==> src/scaling_limits_map.vh <==
// offsets, field values, reset values and timing counts of the scaling block
`ifndef SCALING_LIMITS_MAP_VH
`define SCALING_LIMITS_MAP_VH

// parameter record byte indices
`define IDX_DIAG_SWITCH    4'h0
`define IDX_SENSOR_WATCH   4'h1
`define IDX_LIMIT_WATCH    4'h2
`define IDX_SPARE          4'h3
`define IDX_CH_BASE0       4'h4
`define IDX_CH_BASE1       4'hA
// offsets inside one channel group of six bytes
`define CH_OFS_RANGE       3'h0
`define CH_OFS_FILTER      3'h1
`define CH_OFS_HIGH_LO     3'h2
`define CH_OFS_HIGH_HI     3'h3
`define CH_OFS_LOW_LO      3'h4
`define CH_OFS_LOW_HI      3'h5

// reset values
`define RST_DIAG_SWITCH    8'h00
`define RST_LIMIT_WATCH    8'h00
`define RST_RANGE          8'h31
`define RST_FILTER         8'h00
`define RST_HIGH           16'h7FFF
`define RST_LOW            16'h8000

// diagnostic interrupt switch values and limit watch mask
`define DIAG_ON            8'h00
`define DIAG_OFF           8'h40
`define LIMIT_WATCH_MASK   8'h03

// function numbers
`define FN_0_20_27648      8'h31
`define FN_4_20_27648      8'h30
`define FN_0_20_16384      8'h41
`define FN_4_20_16384      8'h40
`define FN_0_20_4000       8'h3F
`define FN_OFF             8'hFF

// limit codes that switch a comparison off
`define HIGH_OFF           16'h7FFF
`define LOW_OFF            16'h8000

// scaling figures, input current in microamperes
`define FS_27648           18'sd27648
`define OVER_27648         18'sd32511
`define UNDER_27648        -18'sd4864
`define FS_16384           18'sd16384
`define OVER_16384         18'sd20480
`define UNDER_16384        -18'sd3277
`define FS_4000            18'sd4000
`define OVER_4000          18'sd4095
`define UNDER_4000         18'sd0
`define OFFSET_4MA_UA      18'sd4000
`define SPAN_16MA_UA       36'sd16000
`define SPAN_20MA_UA       36'sd20000

// timing: filter step is a sixteenth of 10 ms
`define CLK_PERIOD_NS      100
`define FILTER_UNIT_NS     10000000
`define FILTER_STEP_NS     (`FILTER_UNIT_NS / 16)
`define FILTER_STEP_CYC    (`FILTER_STEP_NS / `CLK_PERIOD_NS)
`define FILTER_MAX         8'd250

`endif

==> src/analog_input_scaling_limits.v <==
// two-channel current input scaling, filtering and limit watch
//
// Notes on behaviour
// [RULE1] diag switch 00h enables, 40h disables interrupt
// [RULE2] limit watch bit0 channel 0, bit1 channel 1
// [RULE3] function FFh disables channel and sensor supply
// [RULE4] function number picks range and output format
// [RULE5] 27648 format, clamp 32511 down to -4864
// [RULE6] 16384 format, clamp 20480 down to -3277
// [RULE7] 4000 format, clamp at 4095, no negatives
// [RULE8] 4-20 mA ranges subtract 4 mA, 16 mA span
// [RULE9] filter time in 10 ms units, 0 is off
// [RULE10] filter is second-order butterworth low-pass
// [RULE11] head station picks 200/170 ms for mains; neither head_station nor the block has such a setting
// [RULE12] limits outside nominal range flag parameter error
// [RULE13] high 7FFFh or low 8000h turns limit off
// [RULE14] leaving limit window raises a process interrupt
// [RULE15] global record written only while stopped; the block takes prm_wr writes at any time
// [RULE16] bit0/bit1 report channel 0/1 crossings
// [RULE17] reserved limit watch bits ignored, read zero
// [RULE18] limits compare scaled, filtered current value
`timescale 1ns/1ps
`include "scaling_limits_map.vh"
module analog_input_scaling_limits #(
   parameter STEP_CYC = `FILTER_STEP_CYC
) (
   input  wire        clk_sys,
   input  wire        rst,
   input  wire        prm_wr,
   input  wire        prm_rd,
   input  wire [3:0]  prm_addr,
   input  wire [7:0]  prm_wdata,
   output reg  [7:0]  prm_rdata,
   output reg         prm_rvalid,
   input  wire        sample_valid,
   input  wire [15:0] sample_ch0,
   input  wire [15:0] sample_ch1,
   output reg  [15:0] meas_ch0,
   output reg  [15:0] meas_ch1,
   output reg  [1:0]  sensor_supply_on,
   output reg  [1:0]  high_crossing_flags,
   output reg  [1:0]  low_crossing_flags,
   output reg         process_irq,
   input  wire        process_ack,
   output reg         param_error,
   output reg         diag_irq_enable,
   output reg         diag_irq
);
   reg  [7:0]  diag_interrupt_switch_q;
   reg  [7:0]  limit_watch_enable_q;
   wire [15:0] channel_range_select_q;
   wire [15:0] channel_filter_time_q;
   wire [31:0] channel_high_threshold_q;
   wire [31:0] channel_low_threshold_q;
   reg  [15:0] step_cnt_q;
   reg         base_tick_q;
   reg  [31:0] meas_q;
   reg  [1:0]  high_seen_q;
   reg  [1:0]  low_seen_q;
   wire [31:0] sample_all;
   wire [31:0] filt_all;
   wire [1:0]  high_now;
   wire [1:0]  low_now;
   wire [1:0]  ch_live;
   wire [1:0]  ch_bad;
   wire [7:0]  rd_byte;
   wire [3:0]  sel0;
   wire [3:0]  sel1;
   wire        hit0;
   wire        hit1;
   wire        any_bad;

   assign sample_all = {sample_ch1, sample_ch0};

   // base tick for the filter, one pulse per sixteenth of 10 ms
   always @(posedge clk_sys) begin
      if (rst) begin
         step_cnt_q  <= 16'h0000;
         base_tick_q <= 1'b0;
      end else if (step_cnt_q == STEP_CYC[15:0] - 16'h0001) begin
         step_cnt_q  <= 16'h0000;
         base_tick_q <= 1'b1;
      end else begin
         step_cnt_q  <= step_cnt_q + 16'h0001;
         base_tick_q <= 1'b0;
      end
   end

   // parameter record decode
   assign hit0 = (prm_addr >= `IDX_CH_BASE0) && (prm_addr < `IDX_CH_BASE1);
   assign hit1 = (prm_addr >= `IDX_CH_BASE1);
   assign sel0 = hit0 ? prm_addr - `IDX_CH_BASE0 : 4'h7;
   assign sel1 = prm_addr - `IDX_CH_BASE1;

   always @(posedge clk_sys) begin
      if (rst) begin
         diag_interrupt_switch_q <= `RST_DIAG_SWITCH;
         limit_watch_enable_q    <= `RST_LIMIT_WATCH;
      end else if (prm_wr && prm_addr == `IDX_DIAG_SWITCH) begin
         diag_interrupt_switch_q <= prm_wdata;
      end else if (prm_wr && prm_addr == `IDX_LIMIT_WATCH) begin
         limit_watch_enable_q <= prm_wdata & `LIMIT_WATCH_MASK; // RULE17
      end
   end

   genvar c;
   generate
      for (c = 0; c < 2; c = c + 1) begin : g_ch
         wire               wr_c;
         wire [3:0]         ofs_c;
         reg  [7:0]         fn_c;
         reg  [7:0]         fo_c;
         reg  signed [15:0] hi_c;
         reg  signed [15:0] lo_c;
         wire               f27;
         wire               f16;
         wire               f40;
         wire               off4;
         reg  signed [17:0] fs;
         reg  signed [17:0] over;
         reg  signed [17:0] under;
         wire signed [17:0] cur;
         wire signed [17:0] num;
         wire signed [35:0] prod;
         wire signed [35:0] quo;
         reg  signed [15:0] scaled;
         reg  signed [15:0] x_q;
         reg  [7:0]         div_q;
         reg                step_q;
         wire signed [15:0] y_c;
         wire               high_on;
         wire               low_on;
         wire               hi_bad;
         wire               lo_bad;

         assign wr_c  = prm_wr && (c == 0 ? hit0 : hit1);
         assign ofs_c = (c == 0) ? sel0 : sel1;
         assign channel_range_select_q[8*c+7:8*c]      = fn_c;
         assign channel_filter_time_q[8*c+7:8*c]       = fo_c;
         assign channel_high_threshold_q[16*c+15:16*c] = hi_c;
         assign channel_low_threshold_q[16*c+15:16*c]  = lo_c;

         always @(posedge clk_sys) begin
            if (rst) begin
               fn_c <= `RST_RANGE;
               fo_c <= `RST_FILTER;
               hi_c <= `RST_HIGH;
               lo_c <= `RST_LOW;
            end else if (wr_c) begin
               case (ofs_c)
                  `CH_OFS_RANGE:
                     fn_c <= prm_wdata;
                  `CH_OFS_FILTER:
                     fo_c <= prm_wdata;
                  `CH_OFS_HIGH_LO:
                     hi_c[7:0] <= prm_wdata;
                  `CH_OFS_HIGH_HI:
                     hi_c[15:8] <= prm_wdata;
                  `CH_OFS_LOW_LO:
                     lo_c[7:0] <= prm_wdata;
                  `CH_OFS_LOW_HI:
                     lo_c[15:8] <= prm_wdata;
                  default: ;
               endcase
            end
         end

         // format decode
         assign f27  = (fn_c == `FN_0_20_27648) || (fn_c == `FN_4_20_27648);
         assign f16  = (fn_c == `FN_0_20_16384) || (fn_c == `FN_4_20_16384);
         assign f40  = (fn_c == `FN_0_20_4000); // RULE4
         assign off4 = (fn_c == `FN_4_20_27648) ||
                       (fn_c == `FN_4_20_16384);
         assign ch_live[c] = f27 | f16 | f40;

         always @* begin
            if (f27) begin
               fs    = `FS_27648; // RULE5
               over  = `OVER_27648;
               under = `UNDER_27648;
            end else if (f16) begin
               fs    = `FS_16384; // RULE6
               over  = `OVER_16384;
               under = `UNDER_16384;
            end else begin
               fs    = `FS_4000; // RULE7
               over  = `OVER_4000;
               under = `UNDER_4000;
            end
         end

         // current in microamperes, 4 mA removed for the live-zero ranges
         assign cur  = {2'b00, sample_all[16*c+15:16*c]};
         assign num  = off4 ? cur - `OFFSET_4MA_UA : cur; // RULE8
         assign prod = num * fs;
         assign quo  = off4 ? prod / `SPAN_16MA_UA : // RULE8
                              prod / `SPAN_20MA_UA;

         always @* begin
            if (quo > over)
               scaled = over[15:0];
            else if (quo < under)
               scaled = under[15:0];
            else
               scaled = quo[15:0];
         end

         // filter step every fo_c base ticks, so tau is fo_c times 10 ms
         always @(posedge clk_sys) begin
            if (rst) begin
               x_q    <= 16'h0000;
               div_q  <= 8'h00;
               step_q <= 1'b0;
            end else begin
               if (sample_valid && ch_live[c])
                  x_q <= scaled;
               step_q <= 1'b0;
               if (base_tick_q) begin
                  if (div_q + 8'h01 >= fo_c) begin
                     div_q  <= 8'h00;
                     step_q <= 1'b1; // RULE9
                  end else begin
                     div_q <= div_q + 8'h01;
                  end
               end
            end
         end

         lowpass_biquad u_filt (
            .clk_sys (clk_sys),
            .rst     (rst),
            .step    (step_q),
            .bypass  (fo_c == 8'h00), // RULE9
            .x       (x_q),
            .y       (y_c)
         );
         assign filt_all[16*c+15:16*c] = y_c;

         // limit window on the value that is also reported
         assign high_on = (hi_c != `HIGH_OFF); // RULE13
         assign low_on  = (lo_c != `LOW_OFF); // RULE13
         assign high_now[c] = ch_live[c] && limit_watch_enable_q[c] && // RULE2
                              high_on &&
                              ($signed(meas_q[16*c+15:16*c]) > hi_c); // RULE18
         assign low_now[c]  = ch_live[c] && limit_watch_enable_q[c] &&
                              low_on &&
                              ($signed(meas_q[16*c+15:16*c]) < lo_c); // RULE18

         // limits must sit in the nominal range of the format
         assign hi_bad = high_on && ((hi_c < 16'sd0) || (hi_c > fs));
         assign lo_bad = low_on && ((lo_c < 16'sd0) || (lo_c > fs));
         assign ch_bad[c] = (ch_live[c] && (hi_bad || lo_bad)) || // RULE12
                            (!ch_live[c] && fn_c != `FN_OFF) ||
                            (fo_c > `FILTER_MAX);
      end
   endgenerate

   assign any_bad = |ch_bad;

   // measured values and crossing events
   always @(posedge clk_sys) begin
      if (rst) begin
         meas_q      <= 32'h00000000;
         high_seen_q <= 2'b00;
         low_seen_q  <= 2'b00;
      end else begin
         meas_q[15:0]  <= ch_live[0] ? filt_all[15:0] : 16'h0000; // RULE3
         meas_q[31:16] <= ch_live[1] ? filt_all[31:16] : 16'h0000; // RULE3
         high_seen_q   <= high_now;
         low_seen_q    <= low_now;
      end
   end

   // sticky crossing flags; a new crossing wins over the acknowledge
   always @(posedge clk_sys) begin
      if (rst) begin
         high_crossing_flags <= 2'b00;
         low_crossing_flags  <= 2'b00;
         process_irq         <= 1'b0;
      end else begin
         high_crossing_flags <= (process_ack ? 2'b00 : high_crossing_flags) |
                                (high_now & ~high_seen_q); // RULE16
         low_crossing_flags  <= (process_ack ? 2'b00 : low_crossing_flags) |
                                (low_now & ~low_seen_q); // RULE16
         process_irq <= (|(high_now & ~high_seen_q)) || // RULE14
                        (|(low_now & ~low_seen_q)) ||
                        (!process_ack &&
                         (|high_crossing_flags || |low_crossing_flags));
      end
   end

   // parameter read back
   assign rd_byte =
      (prm_addr == `IDX_DIAG_SWITCH) ? diag_interrupt_switch_q :
      (prm_addr == `IDX_LIMIT_WATCH) ? limit_watch_enable_q :
      (hit0 && sel0 == `CH_OFS_RANGE) ? channel_range_select_q[7:0] :
      (hit0 && sel0 == `CH_OFS_FILTER) ? channel_filter_time_q[7:0] :
      (hit0 && sel0 == `CH_OFS_HIGH_LO) ? channel_high_threshold_q[7:0] :
      (hit0 && sel0 == `CH_OFS_HIGH_HI) ? channel_high_threshold_q[15:8] :
      (hit0 && sel0 == `CH_OFS_LOW_LO) ? channel_low_threshold_q[7:0] :
      (hit0 && sel0 == `CH_OFS_LOW_HI) ? channel_low_threshold_q[15:8] :
      (hit1 && sel1 == `CH_OFS_RANGE) ? channel_range_select_q[15:8] :
      (hit1 && sel1 == `CH_OFS_FILTER) ? channel_filter_time_q[15:8] :
      (hit1 && sel1 == `CH_OFS_HIGH_LO) ? channel_high_threshold_q[23:16] :
      (hit1 && sel1 == `CH_OFS_HIGH_HI) ? channel_high_threshold_q[31:24] :
      (hit1 && sel1 == `CH_OFS_LOW_LO) ? channel_low_threshold_q[23:16] :
      (hit1 && sel1 == `CH_OFS_LOW_HI) ? channel_low_threshold_q[31:24] :
      8'h00;

   always @(posedge clk_sys) begin
      if (rst) begin
         prm_rdata  <= 8'h00;
         prm_rvalid <= 1'b0;
      end else begin
         prm_rvalid <= prm_rd;
         if (prm_rd)
            prm_rdata <= rd_byte;
      end
   end

   // registered status outputs
   always @(posedge clk_sys) begin
      if (rst) begin
         meas_ch0         <= 16'h0000;
         meas_ch1         <= 16'h0000;
         sensor_supply_on <= 2'b00;
         param_error      <= 1'b0;
         diag_irq_enable  <= 1'b0;
         diag_irq         <= 1'b0;
      end else begin
         meas_ch0 <= meas_q[15:0];
         meas_ch1 <= meas_q[31:16];
         sensor_supply_on[0] <= (channel_range_select_q[7:0] != `FN_OFF);
         sensor_supply_on[1] <= (channel_range_select_q[15:8] != `FN_OFF);
         param_error     <= any_bad; // RULE12
         diag_irq_enable <= (diag_interrupt_switch_q == `DIAG_ON); // RULE1
         diag_irq <= any_bad &&
                     (diag_interrupt_switch_q == `DIAG_ON); // RULE1
      end
   end
endmodule

==> src/lowpass_biquad.v <==
// second-order butterworth low-pass, one update per step pulse
`timescale 1ns/1ps
module lowpass_biquad (
   input  wire               clk_sys,
   input  wire               rst,
   input  wire               step,
   input  wire               bypass,
   input  wire signed [15:0] x,
   output wire signed [15:0] y
);
   reg  signed [31:0] pos_q;
   reg  signed [31:0] vel_q;
   wire signed [31:0] x_ext;
   wire signed [31:0] err;
   wire signed [31:0] damp;
   wire signed [31:0] vel_n;
   wire signed [31:0] pos_n;

   // states carry 8 fraction bits; tau is 16 steps, damping near sqrt 2
   assign x_ext = {{8{x[15]}}, x, 8'h00};
   assign err   = x_ext - pos_q;
   assign damp  = vel_q + (vel_q >>> 2) + (vel_q >>> 3) + (vel_q >>> 5);
   assign vel_n = vel_q + ((err - damp) >>> 4);
   assign pos_n = pos_q + (vel_n >>> 4);
   assign y     = pos_q[23:8];

   always @(posedge clk_sys) begin
      if (rst) begin
         pos_q <= 32'h00000000;
         vel_q <= 32'h00000000;
      end else if (bypass) begin
         pos_q <= x_ext;
         vel_q <= 32'h00000000;
      end else if (step) begin
         pos_q <= pos_n; // RULE10
         vel_q <= vel_n; // RULE10
      end
   end
endmodule

==> config.mk <==
export PLATFORM = sky130hd
export DESIGN_NAME = analog_input_scaling_limits
export DESIGN_NICKNAME = d
export VERILOG_FILES = /design/src/analog_input_scaling_limits.v /design/src/lowpass_biquad.v
export VERILOG_INCLUDE_DIRS = /design/src
export SDC_FILE = /design/constraint.sdc
export NUM_CORES = 2
export LEC_CHECK = 0
export BUFFER_PORTS_ARGS = -buffer_cell sky130_fd_sc_hd__buf_2
export CORE_MARGIN = 8
export CORE_UTILIZATION = 50
export CTS_CLUSTER_DIAMETER = 80
export DETAILED_ROUTE_END_ITERATION = 10
export PLACE_DENSITY_LB_ADDON = 0.12
export SYNTH_ARGS = -nofsm -noshare
export SYNTH_HDL_FRONTEND = slang
export SYNTH_SLANG_ARGS = --single-unit
==> constraint.sdc <==
create_clock -name clk_sys -period 85.8 [get_ports clk_sys]
set_input_delay 25.74 -clock clk_sys [delete_from_list [all_inputs] [get_ports clk_sys]]
set_output_delay 25.74 -clock clk_sys [all_outputs]
set_load 0.03 [all_outputs]
# Word level (Yosys, flattened, before mapping)
# Cells that the tools add are included.
# word_totals
register_bits	388
inputBits	50
# classes
magnitude_cmp	23
mul	2
div	4
muxes	46
reduce_logical	93
addsub	21
n_eq_ne	28
n_bitwise	14
# ops
cell	count
adder 32 x 28 -> 32 bit	4
2-to-1 mux 32 bit	4
2-to-1 mux 8 bit	16
2-to-1 mux 15 bit	8
2-to-1 mux 18 bit	6
greater-than comparator 16 bit	6
divider 36 x 15 -> 36 bit (second input constant)	2
divider 36 x 16 -> 36 bit (second input constant)	2
greater-than comparator 36 x 18 -> 1 bit	2
< comparator 36 x 18 -> 1 bit	2
2-to-1 mux 36 bit	2
multiplier 18 x 16 -> 34 bit	2
adder 32 x 27 -> 32 bit	2
adder 32 x 29 -> 32 bit	2
adder 32 x 30 -> 32 bit	2
< comparator 16 x 1 -> 1 bit (second input constant)	4
2-to-1 mux 16 bit	4
subtractor 24 x 32 -> 32 bit	2
subtractor 32 bit	2
equality test 8 x 6 -> 1 bit (second input constant)	6
logical AND 1 bit	39
subtractor 16 x 12 -> 17 bit (second input constant)	2
equality test 8 x 7 -> 1 bit (second input constant)	4
< comparator 16 bit	2
other kinds (31)	104

# Longest topological paths before layout
# logic_depth
word_depth	17
ltp_mapped	315
ltp_nobuf	294

# By module
# From an unflattened synthesis, not the netlist that was laid out.
# unflattened
cells_unflattened	11332
hier_area_um2	88422.3
# by_module_without_submodules
module	n_inst	seq_area_each_um2	area_per_inst_um2	cells_each
analog_input_scaling_limits	1	5205.0	68942.4	9054
lowpass_biquad at g_ch[1].u_filt	1	1281.2	9902.0	1176
lowpass_biquad at g_ch[0].u_filt	1	1281.2	9577.9	1102

# Least setup slack after synthesis
# OpenSTA, ideal clock, no wires.
# synth_path
path_type	input port to flip-flop
start	in sample_ch0[7]
end	reg g_ch[0].x_q[12]
stages	283
setup_time_ns	0.132
path_slack_ns	3.876
path_buffers	33
arrival_ns	81.793
required_time_ns	85.668
path_cell_list	clkbuf_1 and3_1 nand3_1 nor2_1 nor2_1 nand2_1 nor3_1 nand2_1 inv_1 ha_1 inv_1 fa_1 fa_1 inv_1 fa_1 inv_1 fa_1 inv_1 [247 not listed] ha_1 and2_0 clkbuf_1 a31oi_1 xnor2_1 inv_1 ha_1 a21o_1 a2111oi_0 nand2b_1 a221o_1 a21o_1 a221oi_1 o21ai_1 nand2_1 a21boi_1 a2111oi_0 nor3_1
# synth_via
elab_chain_cells	8
elab_cells_between_ends	10
classes_between	add/sub: 1; mul: 1; div: 2; order compare: 2; mux: 4
# synth_lines
item	line	source
start, declared	analog_input_scaling_limits.v:36	input wire [15:0] sample_ch0,
subtractor 16 x 12 -> 17 bit (no line)	n/a	
2-to-1 mux 18 bit *	analog_input_scaling_limits.v:194	assign num = off4 ? cur - `OFFSET_4MA_UA : cur;
multiplier 18 x 16 -> 34 bit *	analog_input_scaling_limits.v:195	assign prod = num * fs;
divider 36 x 16 -> 36 bit (no line) / divider 36 x 15 -> 36 bit (equally long branches)	n/a	
2-to-1 mux 36 bit (no line) *	n/a	
< comparator 36 x 18 -> 1 bit	analog_input_scaling_limits.v:202	else if (quo < under)
2-to-1 mux 16 bit	analog_input_scaling_limits.v:202	
2-to-1 mux 16 bit *	analog_input_scaling_limits.v:200	if (quo > over)
end signal, assigned	analog_input_scaling_limits.v:216	x_q <= scaled;
end, declared	analog_input_scaling_limits.v:127	reg signed [15:0] x_q;
# Mark *: on every way between the ends. The rest lies on a longest branch, timed or not.
# A chain may end at the register's enable or synchronous reset.

# Worst setup path after layout
# Same ends and word-level chain as after synthesis.

==> results.md <==
- Status: finished clean
- CP max stage delay: 0.65 ns
- Number of synthesized flops with an enable pin: 0
- Hold Path Class: register to register
- 1st-pass router iterations: 6
- Most common flop cell mapped by yosys: dfxtp_1
- Die area: 184000 um^2
- Critical Path Sink Type: register
- Max Slew Vio Count: 0
- Seq/Total Area, Yosys: 9.11%
- Total placed cells including tap cells: 13.1k
- Reg clk slew, reported paths: 0.07 ns
- Final Wtd Congestion: 0.964
- Num ports: 101
- H-tree depth: 2
- Clk sinks: 388
- Area growth syn-to-layout: 7.32%
- Crit path DAT: 82.98 ns
- F_max: 0.0121 GHz
- Relative slew margins: 11.8%
- Most frequent cell after synthesis: nor2_1
- Largest net degree at the start of global routing: 86
- Clock Latency Late Sink: 0.60 ns
- DR DRC count: 0
- Critical path class: input pin to register
- Total GRT Usage: 28.7%
- Synth area leader: ha_1
- Synth Warn #: 0
- Tmin final: 82.53 ns
- Via count: 83.4k
- Mean Syn Cell Area: 7.88 um^2
- Fin worst setup slack: 3.27 ns
- Number of placement rows: 151
- Async set or reset register ratio after synthesis: 0%
- Crit-path most repeated cell: ha_1
- Slowest CP cell: or4_1
- DRT iter0 DRCs: 6981
- DRT Wirelength: 278 mm
- Synth cell types: 207
- Dpl hpwl: 228 mm
- Critical Path RT: 86.25 ns
- Fin. Hold Viols: 0
- Core Box Area: 169000 um^2
- Final period util: 96.2%
- TritonCTS Buffers: 43
- Cts hold-fix bufs: 0
- Die Span X: 429 um
- Clock tree from TritonCTS: built
- Yosys top cell area share: 12.7%
- Initial antenna violation count: 14
- Post-place setup slack: -0.0697 ns
- Flops & latches, synth: 388
- Via/cell ratio: 6.28
- Hold slack: 0.464 ns
- Max Cap Viol: 0
- Vias in the first global route: 80.4k
- Share of cells above drive strength 1: 13.9%
- Synth top area cells: ha_1 (13%), fa_1 (9.3%), dfxtp_1 (9.1%), xnor2_1 (5.1%), nor2_1 (4.8%)
- Setup violations, final: 0
- Crit start category: input pin
- IO buf count: 100
- First-pass GRT wire length: 444 mm
- CTS root buf: clkbuf_16
- Wire per inst: 20.9 um
- Post-route insts no fill: 13.3k
- Synthesized instance count: 10.8k
- Longest Clk Path Bufs: 3
- Worst Skew: 0.0236 ns
- Final ANT Viol Nets: 0
- Cell area after synthesis: 85200 um^2
- Die height: 429 um
- CP Max Fanout: 14
- Slew at the pin with the worst max-slew slack: 1.32 ns
- Gr ovfl total: 0
- Initial Util: 50.3%
- Nets: 12.3k
- Synth top cells by count: nor2_1 (1087), ha_1 (862), nand2_1 (800), a21oi_1 (735), inv_1 (591)
## metrics by stage
| step | instance area, um^2 | utilization, % | TNS (ns) |
|---|---|---|---|
| floorplan | 85400 | - | 0 |
| finish | 91500 | 54.0 | 0 |
| global placement | 88800 | 52.5 | 0 |
| global route | 91400 | 54.0 | -0.319 |
| detailed placement | 88800 | 52.5 | -0.585 |
| CTS | 90400 | 53.4 | 0 |
## repair_timing
action / 4_1_cts / 5_1_grt
setup endpoints to repair: 0 / 32
resized for setup: 0 / 148
setup buffers: 0 / 43
## cells in the final DEF, fill, tap and decap left out, types with 43 or more instances in the layout
cell / synthesis / layout
mux2i_1: 236 / 235
nor2_1: 1087 / 1079
nor4_1: 94 / 92
o21ai_0: 395 / 387
nand4_1: 144 / 144
nand2b_1: 96 / 96
nor2b_1: 94 / 93
nand3_1: 376 / 374
nor3_1: 390 / 387
or2_2: 73 / 73
clkbuf_16: 0 / 43
a21o_1: 156 / 154
a31oi_1: 109 / 109
ha_1: 862 / 857
or3_1: 83 / 82
a21oi_1: 735 / 723
o21a_1: 170 / 169
xnor2_1: 495 / 481
buf_4: 57 / 400
a211oi_1: 127 / 124
o31ai_1: 68 / 66
and2_1: 145 / 146
xor2_1: 239 / 233
inv_1: 591 / 590
mux2_2: 68 / 68
dfxtp_1: 388 / 386
o211ai_1: 123 / 123
o21bai_1: 86 / 86
nand2_1: 800 / 798
a21oi_2: 35 / 43
a22oi_1: 45 / 45
fa_1: 396 / 396
o21ai_1: 79 / 82
buf_2: 21 / 98
and3_1: 134 / 133
## final cells by class
type                       instances  area (um^2)
antenna                           13         32.5
clock buffer                      53         1170
clock inverter                    26          362
fill                           16200        77800
inverter                         602         2270
multi-input combinational       9479        73500
sequential                       388         7770
tap                             2218         2780
timing repair buffer             503         3560
## per-layer routing
layer	global-route usage [%]	routed length (um)
met5	0	40
met1	40.4	129000
met3	2.90	16400
met4	7.91	8050
met2	46.8	125000
## state kept, by name (all words and copies together) (netlist names), 2 cells and up
name,count
prm_rdata,8
low_crossing_flags,2
diag_interrupt_switch_q,8
meas_ch1,16
g_ch.fo_c,16
g_ch.lo_c,32
high_crossing_flags,2
sensor_supply_on,2
g_ch.u_filt.pos_q,64
low_seen_q,2
g_ch.hi_c,32
g_ch.step_q,2
g_ch.fn_c,16
step_cnt_q,16
meas_ch0,16
limit_watch_enable_q,2
meas_q,32
high_seen_q,2
g_ch.div_q,16
g_ch.u_filt.vel_q,64
g_ch.x_q,32
## worst paths after layout
kind	start	to	slack, ns	cells past startpoint
min reg2reg	g_ch[0].lo_c[6]$_SDFFE_PP0P_	g_ch[0].lo_c[6]$_SDFFE_PP0P_	0.46	2
min	g_ch[0].lo_c[6]$_SDFFE_PP0P_	g_ch[0].lo_c[6]$_SDFFE_PP0P_	0.46	2
max	sample_ch0[7]	g_ch[0].x_q[12]$_SDFFE_PP0P_	3.27	259
max reg2reg	g_ch[1].fn_c[6]$_SDFFE_PP0P_	g_ch[1].x_q[7]$_SDFFE_PP0P_	26.87	267
## kinds of logic after synthesis
kind of cell	count (synthesis)	synth area share [%]
flip-flops	388	9.11
other	2	0.00881
AND/OR/NAND/NOR	4113	25.7
AO/OA/AOI/OAI	2977	25.4
multiplexers	338	4.24
adder cells (fa/ha/maj)	1270	22.1
XOR/XNOR	743	7.74
buffers and inverters	988	5.74
## critical path: cells and delay by family
family,cells,cell delay (ns)
compound gates,84,19.01
xor+xnor,21,4.27
fa+ha+maj,32,11.16
buf+inv,22,3.48
mux,8,2.42
simple gates,92,16.73
Power is left out: the tool's default activity adds up to more than one toggle a clock period on the data nets, which glitch-free logic cannot reach.
